$ cat src/rtl/cmpc_defs.svh
/*
 comparator control block: register offsets, field positions, reset values.
 assumes an AXI4-Lite slave with 32-bit words; register data sits in bits 7:0.
*/
// Functional notes
// - comparator powered only while control bit 7 is set; resets off.
// - control bit 6 reads result, 1 when plus above minus; read only.
// - control bit 5 samples result on second timer clock, else passes directly.
// - control bit 4 inverts result polarity; resets to 0.
// - control bits 3..1 pick minus input; 11x reserved.
// - control bit 0 picks plus input: ladder or port A line 4.
// - select bit 7 drives comparator output onto port A line 0.
// - select bit 6 raises wake-up on every change of result bit.
// - select bits 5 and 4 enable ladder high and low range; write only.
// - select bits 3..0 set ladder step, 0000 lowest; write only.
// - second timer may use comparator output as clock with code 0101.
`ifndef CMPC_DEFS_SVH
`define CMPC_DEFS_SVH
`define CMPC_OFS_CTRL      8'h18
`define CMPC_OFS_SEL       8'h19
`define CMPC_CTRL_EN       7
`define CMPC_CTRL_RES      6
`define CMPC_CTRL_SAMP     5
`define CMPC_CTRL_INV      4
`define CMPC_CTRL_NEG_HI   3
`define CMPC_CTRL_NEG_LO   1
`define CMPC_CTRL_POS      0
`define CMPC_SEL_OUT_EN    7
`define CMPC_SEL_WAKE_EN   6
`define CMPC_SEL_HI_RANGE  5
`define CMPC_SEL_LO_RANGE  4
`define CMPC_SEL_STEP_HI   3
`define CMPC_CTRL_RST      8'h00
`define CMPC_SEL_RST       8'h00
`define CMPC_SECOND_TIMER_CLOCK_CMP   4'h5
`define CMPC_RESP_OKAY     2'h0
`define CMPC_RESP_SLVERR   2'h2
`endif

$ cat src/rtl/cmpc_pkg.sv
/*
 types of the comparator control block.
 assumes the defs header supplies all numbers.
*/
package cmpc_pkg;
    typedef enum logic [2:0] {
        CMPC_NEG_PORT_A_LINE3 = 3'b000,
        CMPC_NEG_PORT_A_LINE4 = 3'b001,
        CMPC_NEG_BANDGAP      = 3'b010,
        CMPC_NEG_LADDER       = 3'b011,
        CMPC_NEG_PORT_B_LINE6 = 3'b100,
        CMPC_NEG_PORT_B_LINE7 = 3'b101,
        CMPC_NEG_RSVD6        = 3'b110,
        CMPC_NEG_RSVD7        = 3'b111
    } cmpc_neg_sel_t;
    typedef enum logic [1:0] {
        CMPC_WR_IDLE = 2'b00,
        CMPC_WR_RESP = 2'b01
    } cmpc_wr_state_t;
endpackage : cmpc_pkg

$ cat src/rtl/cmpc_sync.sv
/*
 two-stage level synchroniser; the second stage drives the output directly.
 assumes the input is asynchronous to clk.
*/
`timescale 1ns/1ps
module cmpc_sync (
    input  wire logic i_clk,
    input  wire logic i_rst,
    input  wire logic i_async,
    output logic      o_sync
);
    logic meta_reg;
    logic meta_next;
    logic sync_reg;
    logic sync_next;

    always_comb begin
        meta_next = i_async;
        sync_next = meta_reg;
    end

    always_ff @(posedge i_clk) begin
        if (i_rst) begin
            meta_reg <= 1'b0;
            sync_reg <= 1'b0;
        end else begin
            meta_reg <= meta_next;
            sync_reg <= sync_next;
        end
    end

    assign o_sync = sync_reg;
endmodule : cmpc_sync

$ cat src/rtl/cmpc_top.sv
/*
 comparator control and status logic with AXI4-Lite register slave.
 assumes an analog comparator core outside, a raw async result input,
 and the second timer clock arriving as a synchronous level input.
*/
`timescale 1ns/1ps
`include "cmpc_defs.svh"
module cmpc_top (
    input  wire logic        I_CLK_SYS,
    input  wire logic        I_RST,
    input  wire logic [7:0]  I_AWADDR,
    input  wire logic        I_AWVALID,
    output logic             O_AWREADY,
    input  wire logic [31:0] I_WDATA,
    input  wire logic [3:0]  I_WSTRB,
    input  wire logic        I_WVALID,
    output logic             O_WREADY,
    output logic [1:0]       O_BRESP,
    output logic             O_BVALID,
    input  wire logic        I_BREADY,
    input  wire logic [7:0]  I_ARADDR,
    input  wire logic        I_ARVALID,
    output logic             O_ARREADY,
    output logic [31:0]      O_RDATA,
    output logic [1:0]       O_RRESP,
    output logic             O_RVALID,
    input  wire logic        I_RREADY,
    input  wire logic        I_CMP_RAW,
    input  wire logic        I_SECOND_TIMER_CLOCK,
    input  wire logic [3:0]  I_SECOND_TIMER_CLOCK_SEL,
    output logic             O_CMP_POWER_EN,
    output logic [2:0]       O_CMP_NEG_SEL,
    output logic             O_CMP_POS_SEL,
    output logic             O_LADDER_HI_RANGE,
    output logic             O_LADDER_LO_RANGE,
    output logic [3:0]       O_LADDER_STEP,
    output logic             O_PORT_A_LINE0_DATA,
    output logic             O_PORT_A_LINE0_OE,
    output logic             O_WAKE,
    output logic             O_TM2_CMP_CLK
);
    // offsets are word indices; byte address is four times the index
    function automatic logic hit(input logic [7:0] a, input logic [7:0] ofs);
        hit = (a[7:2] == ofs[5:0]);
    endfunction : hit

    function automatic logic is_idle(input cmpc_pkg::cmpc_wr_state_t s);
        is_idle = (s == cmpc_pkg::CMPC_WR_IDLE);
    endfunction : is_idle

    function automatic logic [7:0] merge(input logic [7:0] old, input logic [31:0] d, input logic s);
        merge = s ? d[7:0] : old;
    endfunction : merge

    // register state
    logic [7:0] ctrl_reg;
    logic [7:0] ctrl_next;
    logic [7:0] sel_reg;
    logic [7:0] sel_next;

    // write channel state
    logic        aw_have_reg;
    logic        aw_have_next;
    logic [7:0]  aw_addr_reg;
    logic [7:0]  aw_addr_next;
    logic        w_have_reg;
    logic        w_have_next;
    logic [31:0] w_data_reg;
    logic [31:0] w_data_next;
    logic        w_strb_reg;
    logic        w_strb_next;
    cmpc_pkg::cmpc_wr_state_t wr_state_reg;
    cmpc_pkg::cmpc_wr_state_t wr_state_next;
    logic [1:0]  bresp_reg;
    logic [1:0]  bresp_next;
    logic        bvalid_reg;
    logic        bvalid_next;
    logic        awready_reg;
    logic        awready_next;
    logic        wready_reg;
    logic        wready_next;

    // read channel state
    logic        rvalid_reg;
    logic        rvalid_next;
    logic [31:0] rdata_reg;
    logic [31:0] rdata_next;
    logic [1:0]  rresp_reg;
    logic [1:0]  rresp_next;
    logic        arready_reg;
    logic        arready_next;

    // result path state
    logic cmp_sync;
    logic tclk_prev_reg;
    logic tclk_prev_next;
    logic samp_reg;
    logic samp_next;
    logic res_reg;
    logic res_next;
    logic res_prev_reg;
    logic res_prev_next;
    logic wake_reg;
    logic wake_next;
    logic out_reg;
    logic out_next;
    logic oe_reg;
    logic oe_next;
    logic tm2clk_reg;
    logic tm2clk_next;
    logic res_used;

    cmpc_sync u_sync (
        .i_clk   (I_CLK_SYS),
        .i_rst   (I_RST),
        .i_async (I_CMP_RAW),
        .o_sync  (cmp_sync)
    );

    // write path: address and data taken in either order
    logic do_write;
    always_comb begin
        aw_have_next  = aw_have_reg;
        aw_addr_next  = aw_addr_reg;
        w_have_next   = w_have_reg;
        w_data_next   = w_data_reg;
        w_strb_next   = w_strb_reg;
        wr_state_next = wr_state_reg;
        bresp_next    = bresp_reg;
        ctrl_next     = ctrl_reg;
        sel_next      = sel_reg;
        do_write      = 1'b0;
        bvalid_next   = bvalid_reg;
        case (wr_state_reg)
            cmpc_pkg::CMPC_WR_IDLE: begin
                if (I_AWVALID && !aw_have_reg) begin
                    aw_have_next = 1'b1;
                    aw_addr_next = I_AWADDR;
                end
                if (I_WVALID && !w_have_reg) begin
                    w_have_next = 1'b1;
                    w_data_next = I_WDATA;
                    w_strb_next = I_WSTRB[0];
                end
                if (aw_have_reg && w_have_reg) begin
                    do_write      = 1'b1;
                    aw_have_next  = 1'b0;
                    w_have_next   = 1'b0;
                    wr_state_next = cmpc_pkg::CMPC_WR_RESP;
                    bresp_next    = `CMPC_RESP_OKAY;
                    if (hit(aw_addr_reg, `CMPC_OFS_CTRL)) begin
                        // result bit is read only, keep it out of storage
                        ctrl_next = merge(ctrl_reg, w_data_reg, w_strb_reg);
                        ctrl_next[`CMPC_CTRL_RES] = 1'b0;
                    end else if (hit(aw_addr_reg, `CMPC_OFS_SEL)) begin
                        sel_next = merge(sel_reg, w_data_reg, w_strb_reg);
                    end else begin
                        bresp_next = `CMPC_RESP_SLVERR;
                    end
                end
            end
            cmpc_pkg::CMPC_WR_RESP: begin
                if (I_BREADY) begin
                    wr_state_next = cmpc_pkg::CMPC_WR_IDLE;
                    bvalid_next   = 1'b0;
                end
            end
            default: begin
                wr_state_next = cmpc_pkg::CMPC_WR_IDLE;
                bvalid_next   = 1'b0;
            end
        endcase
        // response raised only once both halves of the write are taken
        if (do_write) begin
            bvalid_next = 1'b1;
        end
    end

    // read path; select register is write only and reads as zero
    always_comb begin
        rvalid_next = rvalid_reg;
        rdata_next  = rdata_reg;
        rresp_next  = rresp_reg;
        if (rvalid_reg) begin
            if (I_RREADY) begin
                rvalid_next = 1'b0;
            end
        end else if (I_ARVALID && arready_reg) begin
            // answer only after the address handshake, never ahead of it
            rvalid_next = 1'b1;
            rresp_next  = `CMPC_RESP_OKAY;
            rdata_next  = 32'h0000_0000;
            if (hit(I_ARADDR, `CMPC_OFS_CTRL)) begin
                rdata_next[7:0] = ctrl_reg;
                rdata_next[`CMPC_CTRL_RES] = res_reg;
            end else if (!hit(I_ARADDR, `CMPC_OFS_SEL)) begin
                rresp_next = `CMPC_RESP_SLVERR;
            end
        end
    end

    // result path: polarity, optional sampling, routing, wake-up
    always_comb begin
        tclk_prev_next = I_SECOND_TIMER_CLOCK;
        samp_next      = samp_reg;
        if (I_SECOND_TIMER_CLOCK && !tclk_prev_reg) begin
            samp_next = cmp_sync;
        end
        res_used = ctrl_reg[`CMPC_CTRL_SAMP] ? samp_reg : cmp_sync;
        // powered-down comparator reports a steady zero
        res_next = ctrl_reg[`CMPC_CTRL_EN] ? (res_used ^ ctrl_reg[`CMPC_CTRL_INV]) : 1'b0;
        res_prev_next = res_reg;
        wake_next   = sel_reg[`CMPC_SEL_WAKE_EN] && (res_reg != res_prev_reg);
        out_next    = res_reg;
        oe_next     = sel_reg[`CMPC_SEL_OUT_EN];
        tm2clk_next = (I_SECOND_TIMER_CLOCK_SEL == `CMPC_SECOND_TIMER_CLOCK_CMP) ? res_reg : 1'b0;
    end

    always_ff @(posedge I_CLK_SYS) begin
        if (I_RST) begin
            ctrl_reg      <= `CMPC_CTRL_RST;
            sel_reg       <= `CMPC_SEL_RST;
            aw_have_reg   <= 1'b0;
            aw_addr_reg   <= 8'h00;
            w_have_reg    <= 1'b0;
            w_data_reg    <= 32'h0000_0000;
            w_strb_reg    <= 1'b0;
            wr_state_reg  <= cmpc_pkg::CMPC_WR_IDLE;
            bresp_reg     <= 2'h0;
            rvalid_reg    <= 1'b0;
            rdata_reg     <= 32'h0000_0000;
            rresp_reg     <= 2'h0;
            tclk_prev_reg <= 1'b0;
            samp_reg      <= 1'b0;
            res_reg       <= 1'b0;
            res_prev_reg  <= 1'b0;
            wake_reg      <= 1'b0;
            out_reg       <= 1'b0;
            oe_reg        <= 1'b0;
            tm2clk_reg    <= 1'b0;
            bvalid_reg    <= 1'b0;
        end else begin
            ctrl_reg      <= ctrl_next;
            sel_reg       <= sel_next;
            aw_have_reg   <= aw_have_next;
            aw_addr_reg   <= aw_addr_next;
            w_have_reg    <= w_have_next;
            w_data_reg    <= w_data_next;
            w_strb_reg    <= w_strb_next;
            wr_state_reg  <= wr_state_next;
            bresp_reg     <= bresp_next;
            rvalid_reg    <= rvalid_next;
            rdata_reg     <= rdata_next;
            rresp_reg     <= rresp_next;
            tclk_prev_reg <= tclk_prev_next;
            samp_reg      <= samp_next;
            res_reg       <= res_next;
            res_prev_reg  <= res_prev_next;
            wake_reg      <= wake_next;
            out_reg       <= out_next;
            oe_reg        <= oe_next;
            tm2clk_reg    <= tm2clk_next;
            bvalid_reg    <= bvalid_next;
        end
    end

    // ready pulses last one cycle; no new address or data while a response waits
    always_comb begin
        awready_next = I_AWVALID && !aw_have_reg && !awready_reg && is_idle(wr_state_reg);
        wready_next  = I_WVALID && !w_have_reg && !wready_reg && is_idle(wr_state_reg);
        arready_next = I_ARVALID && !rvalid_reg && !arready_reg;
    end

    always_ff @(posedge I_CLK_SYS) begin
        if (I_RST) begin
            awready_reg <= 1'b0;
            wready_reg  <= 1'b0;
            arready_reg <= 1'b0;
        end else begin
            awready_reg <= awready_next;
            wready_reg  <= wready_next;
            arready_reg <= arready_next;
        end
    end

    assign O_AWREADY           = awready_reg;
    assign O_WREADY            = wready_reg;
    assign O_BVALID            = bvalid_reg;
    assign O_BRESP             = bresp_reg;
    assign O_ARREADY           = arready_reg;
    assign O_RVALID            = rvalid_reg;
    assign O_RDATA             = rdata_reg;
    assign O_RRESP             = rresp_reg;
    assign O_CMP_POWER_EN      = ctrl_reg[`CMPC_CTRL_EN];
    assign O_CMP_NEG_SEL       = ctrl_reg[`CMPC_CTRL_NEG_HI:`CMPC_CTRL_NEG_LO];
    assign O_CMP_POS_SEL       = ctrl_reg[`CMPC_CTRL_POS];
    assign O_LADDER_HI_RANGE   = sel_reg[`CMPC_SEL_HI_RANGE];
    assign O_LADDER_LO_RANGE   = sel_reg[`CMPC_SEL_LO_RANGE];
    assign O_LADDER_STEP       = sel_reg[`CMPC_SEL_STEP_HI:0];
    assign O_PORT_A_LINE0_DATA = out_reg;
    assign O_PORT_A_LINE0_OE   = oe_reg;
    assign O_WAKE              = wake_reg;
    assign O_TM2_CMP_CLK       = tm2clk_reg;
endmodule : cmpc_top
$ cat config.mk
export PLATFORM = sky130hd
export DESIGN_NAME = cmpc_top
export DESIGN_NICKNAME = d
export VERILOG_FILES = /design/src/rtl/cmpc_pkg.sv /design/src/rtl/cmpc_sync.sv /design/src/rtl/cmpc_top.sv
export VERILOG_INCLUDE_DIRS = /design/src /design/src/rtl
export SDC_FILE = /design/constraint.sdc
export NUM_CORES = 1
export LEC_CHECK = 0
export ABC_AREA = 1
export BUFFER_PORTS_ARGS = -buffer_cell sky130_fd_sc_hd__buf_2
export CAP_MARGIN = 20
export CORE_ASPECT_RATIO = 1.4
export CORE_MARGIN = 4
export CORE_UTILIZATION = 44
export DETAILED_ROUTE_END_ITERATION = 7
export PLACE_DENSITY = 0.77
export SLEW_MARGIN = 20
export SYNTH_ARGS = -nofsm -noshare
export SYNTH_HDL_FRONTEND = slang
export SYNTH_HIERARCHICAL = 1
export SYNTH_SLANG_ARGS = --single-unit
$ cat constraint.sdc
create_clock -name I_CLK_SYS -period 2.3 [get_ports I_CLK_SYS]
set_input_delay 0.23 -clock I_CLK_SYS [delete_from_list [all_inputs] [get_ports I_CLK_SYS]]
set_output_delay 0.23 -clock I_CLK_SYS [all_outputs]
set_load 0.05 [all_outputs]
==> run summary, run 1 <==
## STA
- 0.581 — period utilisation layout
- 0.00838 ns — worst clock skew
- no — setup repair after global routing missed its margin
- 1.34 ns — clock period minus worst slack
- 0 ns — Setup Total Neg Slack
- 0.573 ns — Least-Margin Pin Slew
- 0.617 — Max-slew headroom
- 749 MHz — FMAX
- 0 — final hold violations
- 0 — count of final max-slew check failures
- 0 — final count of negative-setup-slack endpoints

## Detailed routing
- 0 — Antenna Nets Post-Route
- 4760 µm — total wire length
- 54 — Iteration-0 DRC Markers
- 10.4 µm — final routed wire length divided by cell count
- 4.49 — ratio of routed vias to standard cells
- 4 — router iterations before antenna repair
- 2050 — overall via count from detail_route
- 0 — total DRC errors in the routed layout

## Global route
- 37 — largest net degree at the start of global routing
- 1933 — vias in the first global route
- 0.147 — global routing usage summed across all routing layers
- 0 — initial antenna violation count
- 0 — total gr overflow
- 8070 µm — first-pass GRT wire length

## Cells and area
- 0 — count of antenna diodes in the layout
- nor2_1 — most frequent standard cell in the layout excluding fill and tap cells
- 540 — fill count
- 2910 µm² — Final Cell Area
- 450 — net total in the final layout
- 0.530 — core occupancy in the finished layout
- nor2_1 (68), buf_2 (63), dfxtp_1 (57), nand2_1 (41), inv_1 (34) — leading cell types in the layout, fill and taps excluded
- 16.7% — P&R area growth vs syn
- 0.239 — fraction of layout cells with a size suffix above 1

## Placed design
- 0.774 — routability congestion estimate
- 2690 µm² — DP Area
- 3610 µm — dpl hpwl
- 63 — Buffers on Ports

## Pwr
- 0.537 mV — worst-case vdd ir drop
- 0.00140 µW — Leakage
- 809 nW/µm² — cell area power density

## Die
- 121 — Top-Level Pins
- 71.6 µm — die width
- 32 — number of placement rows
- 5490 µm² — core region area
- 0.454 — Initial Util
- 97.0 µm — vertical die dimension
- 6940 µm² — die area

## Clocking
- 0.33 ns — clock latency at the later pin of the worst-skew pair
- 3 — number of H-tree levels
- 0.07 ns — Reg clk slew, reported paths
- 0 — number of gates given a new drive strength after cts
- 2 — CTS max path bufs
- clkbuf_8 — clk root buf
- 0 — hold buffers post-CTS
- 57 — clock net sink count
- built — TritonCTS clock tree
- 9 — CTS Buf Count
- 0 — Post-CTS Repair Setup Buffers

## Worst hold path
- input pin to flop — type of the most critical hold path
- I_SECOND_TIMER_CLOCK_SEL[3] — start point of the worst min-delay path

## Setup path
- wr_state_reg[0] — Worst Setup SP
- flop — crit start category
- 2.50 ns — required time at the worst-slack endpoint
- flop — kind of end point of the critical path
- 20 — Worst Path Max Fanout
- flop to flop — category of the most critical setup path
- wr_state_reg[0] — start of the worst register-to-register path
- 1.54 ns — data arrival time of the critical path

## Yosys
- 0 — mux cell area share after synthesis
- 2490 µm² — Synth Cell Area
- simple AND/OR/NAND/NOR gates — main combinational cell family by area after synthesis
- 0 — XOR/XNOR Fraction of Synth Area
- 0.458 — sequential fraction of the synthesis area
- 327 — Synth Instances
- 6 — total number of yosys warnings
- 7.61 µm² — mean instance size in the synthesized netlist
- 0 — Synth Area in Adders
- 0.0925 — compound-cell area share of the yosys netlist
- 0.271 — fraction of the mapped netlist area in simple logic gates
- 57 — number of storage elements in the synthesis netlist
- 23 — Cell variety after synth

## Job
- 0 — Max Cap Violations

## Status
- finished clean — result of the run

cell families after synthesis:
kind of cell	count (synthesis)
simple gates	146
other cells	1
compound gates	45
flops	57
buf+inv	78
stage by stage:
stage	total power [µW]	std cells	hold WS [ns]	setup slack, ns
floorplan	1340	352	0.301	0.928
global placement	1350	442	0.391	0.999
detailed placement	1360	442	0.400	0.970
CTS	2380	457	0.0316	0.958
global route	2450	457	0.0351	0.781
finish	2350	457	0.0474	0.965
synth_stat cells:
cell / number / share of area
nor2_2: 1 / 0.0025
nand2_2: 1 / 0.0025
nor2_8: 2 / 0.016
o211ai_1: 2 / 0.0060
o21ai_0: 19 / 0.038
nand2_4: 1 / 0.0045
buf_6: 2 / 0.0090
a21oi_1: 24 / 0.048
nor3_1: 4 / 0.0080
clkbuf_2: 1 / 0.0020
nand3b_1: 1 / 0.0030
nor2_1: 68 / 0.10
nand3_2: 3 / 0.012
nand3_1: 20 / 0.040
buf_2: 5 / 0.010
inv_2: 2 / 0.0030
conb_1: 1 / 0.0015
nor2_4: 4 / 0.018
dfxtp_1: 57 / 0.46
buf_1: 1 / 0.0015
inv_1: 34 / 0.051
nand2_1: 41 / 0.062
buf_4: 33 / 0.099
worst paths after layout:
| path | to | slack, ns | cells after the start |
|---|---|---|---|
| setup / recovery | w_data_reg[3] | 0.96 | 4 |
| hold / removal | O_TM2_CMP_CLK | 0.05 | 2 |
| setup reg to reg | w_data_reg[3] | 0.96 | 4 |
| hold reg to reg | u_sync/o_sync | 0.41 | 2 |
metal layers:
layer,track usage,wire [µm],vias up
li1,-,-,1078
met2,0.252,2420,62
met4,0.0839,118,0
met5,0,0,-
met3,0.0520,395,9
met1,0.150,1830,901
where the power goes:
part	leakage (µW)	internal (µW)	switching (µW)
combinational	0.000828	62.6	220
clock	0.000104	631	386
sequential	0.000465	1030	21.9
critical path: stages, from the launching register on:
cell and delay (ns):
dfxtp_1 0.36, nor2_1 0.13, nand2_1 0.35, o21ai_0 0.30
a21oi_1 0.06
final cells by class:
cell class,count,area [µm²],area share
Clock inverter,5,80.1,0.0276
Timing Repair Buffer,64,323,0.111
Multi-Input combinational cell,217,1000,0.345
Sequential cell,57,1140,0.393
Inverter,36,135,0.0465
Clock buffer,10,138,0.0474
Tap cell,68,85.1,0.0293
(Power assumes the default switching activity.)
==> inputs of run 2 (changes only) <==
Clock period 2.3 ns to 1.3 ns, I/O delays scaled along.
==> run summary, run 2 (same netlist as run 1, synthesis figures left out) <==
## Status
- finished clean — result of the run

## Global route
- 0.149 — global routing usage summed across all routing layers
- 37 — largest net degree at the start of global routing
- met2 — global routing's busiest layer
- 0.265 — met2 track utilization from global routing
- 0.0530 — met3 Use GR
- 0 — total gr overflow
- 0.152 — GR Util met1
- 0 — initial antenna violation count
- 1896 — vias in the first global route
- 8200 µm — first-pass GRT wire length

## STA
- no — setup repair after global routing missed its margin
- 0.00474 ns — worst clock skew
- 0 — count of final max-slew check failures
- 855 MHz — FMAX
- 0 — final count of negative-setup-slack endpoints
- 0 — final hold violations
- 0.899 — period utilisation layout
- 0 ns — Setup Total Neg Slack
- 1.17 ns — clock period minus worst slack

## Detailed routing
- 10.5 µm — final routed wire length divided by cell count
- 0 — total DRC errors in the routed layout
- 5 — router iterations before antenna repair
- 4.42 — ratio of routed vias to standard cells
- 2060 — overall via count from detail_route
- 0 — Antenna Nets Post-Route
- 75 — Iteration-0 DRC Markers
- 4890 µm — total wire length

## Pwr
- 0.994 mV — worst-case vdd ir drop
- 0.00145 µW — Leakage
- 3000 µW — internal power summed over all cells
- 4090 µW — PnR Total Power
- 1360 nW/µm² — cell area power density
- 0.266 — switching share of total power
- 1090 µW — sw power
- 0.413 — part of the power in the clock network
- 0.455 — sequential group share of total power
- 0.132 — combinational fraction of design power

## Clocking
- 2 — CTS max path bufs
- built — TritonCTS clock tree
- 9 — CTS Buf Count
- 0.06 ns — Reg clk slew, reported paths
- 0.33 ns — clock latency at the later pin of the worst-skew pair
- clkbuf_8 — clk root buf
- 3 — number of H-tree levels
- 57 — clock net sink count

## Cells and area
- nor2_1 — most frequent standard cell in the layout excluding fill and tap cells
- 466 — filler-free cell count of the finished design
- nor2_1 (67), buf_2 (63), dfxtp_1 (55), nand2_1 (40), inv_1 (34) — leading cell types in the layout, fill and taps excluded
- 20.8% — P&R area growth vs syn
- 0 — count of antenna diodes in the layout
- 0.254 — fraction of layout cells with a size suffix above 1
- 458 — net total in the final layout

## Die
- 71.6 µm — die width
- 6940 µm² — die area
- 121 — Top-Level Pins
- 5490 µm² — core region area
- 32 — number of placement rows
- 0.454 — Initial Util
- 97.0 µm — vertical die dimension

## Placed design
- 3600 µm — dpl hpwl
- 446 — Post-Place Cells
- 0.760 — routability congestion estimate
- 63 — Buffers on Ports

## Job
- 0 — Max Cap Violations

## Worst hold path
- input pin to flop — type of the most critical hold path

## Setup path
- 0.13 ns — internal reg-to-reg setup slack
- dfxtp_1 — highest-delay cell along the critical path
- 0.36 ns — biggest cell delay along the critical path
- 5 — worst r2r path cells
- w_data_reg[4] — capture point of the worst reg-to-reg path
- flop — crit start category
- flop to flop — category of the most critical setup path
- w_data_reg[4] — Worst setup endpoint
- flop — kind of end point of the critical path
- nor2_1 > nand2_1 > buf_12 > o21ai_0 > a21oi_1 — cells along the critical path
- wr_state_reg[0] — Worst Setup SP
- 1.38 ns — data arrival time of the critical path
- 1.51 ns — required time at the worst-slack endpoint
- 17 — Worst Path Max Fanout
- wr_state_reg[0] — start of the worst register-to-register path

-- run 2: per-layer routing --
metal  part of all wire  up-vias
met4              0.019        0
met1               0.39      899
met3              0.072        8
met2               0.52       58
li1                   -     1095
met5                  0        -
-- run 2: worst max-delay path: cells and delay by family (launching register included) --
kind	cells	cell delay [ns]
DFF	1	0.36
and+or+nand+nor	2	0.26
buffers and inverters	1	0.18
AOI/OAI and AO/OA	2	0.25
-- run 2: power by group through the flow --
stage	clock network, µW	logic [µW]	registers (µW)
2_1_floorplan	0	426	1940
3_3_place_gp	0	521	1890
3_5_place_dp	0	526	1900
4_1_cts	1740	536	1860
5_1_grt	1830	591	1870
6_report	1690	540	1860
-- run 2: cell type report --
| cell class | instances | area, µm² |
|---|---|---|
| Clock buffer | 14 | 173 |
| Clock inverter | 2 | 35.0 |
| Fill cell | 543 | 2480 |
| Inverter | 36 | 135 |
| Multi-Input combinational cell | 217 | 1010 |
| Sequential cell | 57 | 1140 |
| Tap cell | 68 | 85.1 |
| Timing Repair Buffer | 72 | 428 |
-- run 2: what timing repair did --
action | 4_1_cts | 5_1_grt
setup buffers | 0 | 1
setup endpoints to repair | 0 | 15
hold buffers | 3 | 0
endpoints found under the hold margin | 2 | 0
gates resized for setup | 0 | 2
-- run 2: worst min-delay path by stage --
stage	cells after the start	from	end	slack (ns)
2_1_floorplan	1	I_RST	u_sync/meta_reg	0.20
5_1_grt	3	I_SECOND_TIMER_CLOCK	tclk_prev_reg	0.04
3_5_place_dp	2	I_SECOND_TIMER_CLOCK_SEL[3]	O_TM2_CMP_CLK	0.29
3_3_place_gp	2	I_SECOND_TIMER_CLOCK_SEL[3]	O_TM2_CMP_CLK	0.29
6_report	3	I_SECOND_TIMER_CLOCK	tclk_prev_reg	0.02
4_1_cts	3	I_SECOND_TIMER_CLOCK	tclk_prev_reg	0.006
-- run 2: stage by stage --
| step | hold slack [ns] | area, µm² | setup WS, ns | utilization |
|---|---|---|---|---|
| 2_1_floorplan | 0.201 | 2590 | 0.118 | - |
| 3_3_place_gp | 0.291 | 2750 | 0.0927 | 0.500 |
| 3_5_place_dp | 0.294 | 2750 | 0.0622 | 0.500 |
| 4_1_cts | 0.00609 | 2980 | 0.0471 | 0.544 |
| 5_1_grt | 0.0374 | 3010 | 0.0160 | 0.548 |
| 6_report | 0.0172 | 3010 | 0.131 | 0.548 |
==> inputs of run 3 (changes only) <==
Settings changed: PLACE_DENSITY 0.77 to 0.78, SYNTH_HIERARCHICAL 1 to unset.
==> run summary, run 3 <==
## Status
- finished clean — result of the run

## Pwr
- 0.733 mV — worst-case vdd ir drop
- 1310 nW/µm² — cell area power density
- 0.00133 µW — Leakage
- 3740 µW — PnR Total Power

## Yosys
- 309 — Synth Instances
- 0 — mux cell area share after synthesis
- 0 — number of enable-type register cells in the synthesized netlist
- 57 — number of storage elements in the synthesis netlist
- dfxtp_1 — area leader, netlist
- 0 — Synth Area in Adders
- 0 — XOR/XNOR Fraction of Synth Area
- dfxtp_1 — most frequently used flop master after synthesis
- 0 — total number of yosys warnings
- simple AND/OR/NAND/NOR gates — main combinational cell family by area after synthesis
- 0.257 — fraction of the mapped netlist area in simple logic gates
- 7.77 µm² — mean instance size in the synthesized netlist
- 0 — async set or reset register ratio after synthesis
- 0.102 — compound-cell area share of the yosys netlist
- 0.475 — post-synth top area share
- 23 — Cell variety after synth
- 2400 µm² — Synth Cell Area
- dfxtp_1 (48%), buf_4 (11%), nor2_1 (8.8%) — dominant cells by area after synthesis
- dfxtp_1 — most instantiated library cell after synthesis
- 0.475 — sequential fraction of the synthesis area
- dfxtp_1 (57), nor2_1 (56), buf_4 (35) — most numerous cell types in the synthesized netlist

## Cells and area
- 445 — filler-free cell count of the finished design
- 439 — net total in the final layout
- buf_2 — most frequent standard cell in the layout excluding fill and tap cells
- 0.545 — core occupancy in the finished layout
- 502 — fill count
- 2850 µm² — Final Cell Area
- 0 — count of antenna diodes in the layout
- 0.251 — fraction of layout cells with a size suffix above 1
- 1140 µm² — Seq. cell area
- buf_2 (63), nor2_1 (56), dfxtp_1 (55), nand2_1 (33), nand3_1 (29) — leading cell types in the layout, fill and taps excluded
- 18.8% — P&R area growth vs syn
- 971 µm² — area taken by multi-input logic gates

## Setup path
- 9 — Worst Path Max Fanout
- 5 — number of gates on the worst path with buffers counted
- 0 — critical path buffer and inverter count
- aw_addr_reg[7] — Worst Setup SP
- flop — crit start category
- sel_reg[4] — Worst setup endpoint
- 0.32 ns — biggest cell delay along the critical path
- or2_2 > nor2_4 > nand3_1 > nand2_1 > nor2_1 — cells along the critical path
- 1.43 ns — data arrival time of the critical path
- 5 — worst r2r path cells
- simple AND/OR/NAND/NOR gates — cell family contributing the most delay on the critical path
- aw_addr_reg[7] — start of the worst register-to-register path
- dfxtp_1 — highest-delay cell along the critical path
- flop to flop — category of the most critical setup path
- flop — kind of end point of the critical path
- 0.10 ns — internal reg-to-reg setup slack
- sel_reg[4] — capture point of the worst reg-to-reg path
- 1.53 ns — required time at the worst-slack endpoint

## Global route
- 0 — initial antenna violation count
- 37 — largest net degree at the start of global routing
- 1964 — vias in the first global route
- 0 — total gr overflow
- 8270 µm — first-pass GRT wire length
- 0.157 — global routing usage summed across all routing layers

## Die
- 5240 µm² — core region area
- 31 — number of placement rows
- 95.4 µm — vertical die dimension
- 70.5 µm — die width
- 0.459 — Initial Util
- 6720 µm² — die area
- 121 — Top-Level Pins

## Clocking
- 0.33 ns — clock latency at the later pin of the worst-skew pair
- built — TritonCTS clock tree
- 57 — clock net sink count
- 0 — Post-CTS Repair Setup Buffers
- 2 — CTS max path bufs
- 3 — number of H-tree levels
- 9 — CTS Buf Count
- clkbuf_8 — clk root buf
- 0.06 ns — Reg clk slew, reported paths

## Placed design
- 426 — Post-Place Cells
- 3700 µm — dpl hpwl
- 63 — Buffers on Ports
- 0.784 — routability congestion estimate
- 2650 µm² — DP Area

## Detailed routing
- 0 — Antenna Nets Post-Route
- 67 — Iteration-0 DRC Markers
- 2039 — overall via count from detail_route
- 11.3 µm — final routed wire length divided by cell count
- 0 — total DRC errors in the routed layout
- 4.58 — ratio of routed vias to standard cells
- 5 — router iterations before antenna repair
- 5030 µm — total wire length

## STA
- 0.922 — period utilisation layout
- 0 — final count of negative-setup-slack endpoints
- yes — setup repair after global routing missed its margin
- 0 — final hold violations
- 0 — count of final max-slew check failures
- 0 ns — Setup Total Neg Slack
- 1.20 ns — clock period minus worst slack
- 0.00635 ns — worst clock skew
- 834 MHz — FMAX

## Worst hold path
- input pin to flop — type of the most critical hold path

## Job
- 0 — Max Cap Violations

==> run 3: changes by cell type after synthesis, moves of 4 or more <==
| cell | change |
|---|---|
| nor2_1 | -12 |
| nand3_1 | +10 |
| nand2_1 | -8 |
| inv_1 | -7 |
| a21oi_1 | +4 |
==> run 3: cell families after synthesis <==
group	Yosys count
simple gates	134
other cells	1
buf+inv	69
compound gates	48
flops	57
==> run 3: power breakdown <==
group          internal (µW)  switching, µW
Sequential              1820           41.4
Clock                    675            675
Combinational            130            400
==> run 3: worst min-delay path by stage <==
stage                                 from            end  slack, ns  cells after the start
2_1_floorplan  I_SECOND_TIMER_CLOCK_SEL[3]  O_TM2_CMP_CLK       0.21                      1
3_3_place_gp   I_SECOND_TIMER_CLOCK_SEL[3]  O_TM2_CMP_CLK       0.29                      2
3_5_place_dp   I_SECOND_TIMER_CLOCK_SEL[3]  O_TM2_CMP_CLK       0.29                      2
4_1_cts               I_SECOND_TIMER_CLOCK  tclk_prev_reg       0.02                      3
5_1_grt               I_SECOND_TIMER_CLOCK  tclk_prev_reg       0.03                      3
6_report              I_SECOND_TIMER_CLOCK  tclk_prev_reg       0.03                      3
==> run 3: layer usage <==
| metal | track usage | share of wire |
|---|---|---|
| met5 | 0 | 0 |
| met1 | 0.167 | 0.40 |
| met3 | 0.0359 | 0.084 |
| met4 | 0.113 | 0.018 |
| met2 | 0.271 | 0.50 |
==> run 3: worst register-to-register path: cells and delay by family (launching register included) <==
kind	cells	cell delay (ns)
DFF	1	0.32
and+or+nand+nor	5	0.78
==> run 3: stage by stage <==
stage          worst slack [ns]  hold slack [ns]
6_report                  0.101           0.0342
5_1_grt                 -0.0158           0.0337
4_1_cts                  0.0897           0.0180
3_5_place_dp              0.104            0.293
3_3_place_gp              0.120            0.290
2_1_floorplan             0.103            0.207
==> run 3: timing repair <==
| action | in CTS | in global routing |
|---|---|---|
| hold endpoints to repair | 2 | 0 |
| setup endpoints to repair | 0 | 10 |
| resized for setup | 0 | 2 |
| hold buffers | 3 | 0 |
==> run 3: cell type report <==
cell class / instances / share of cell area
Clock buffer: 10 / 0.0447
Clock inverter: 6 / 0.0123
Inverter: 28 / 0.0368
Multi-Input combinational cell: 208 / 0.340
Sequential cell: 57 / 0.401
Tap cell: 66 / 0.0289
Timing Repair Buffer: 70 / 0.136
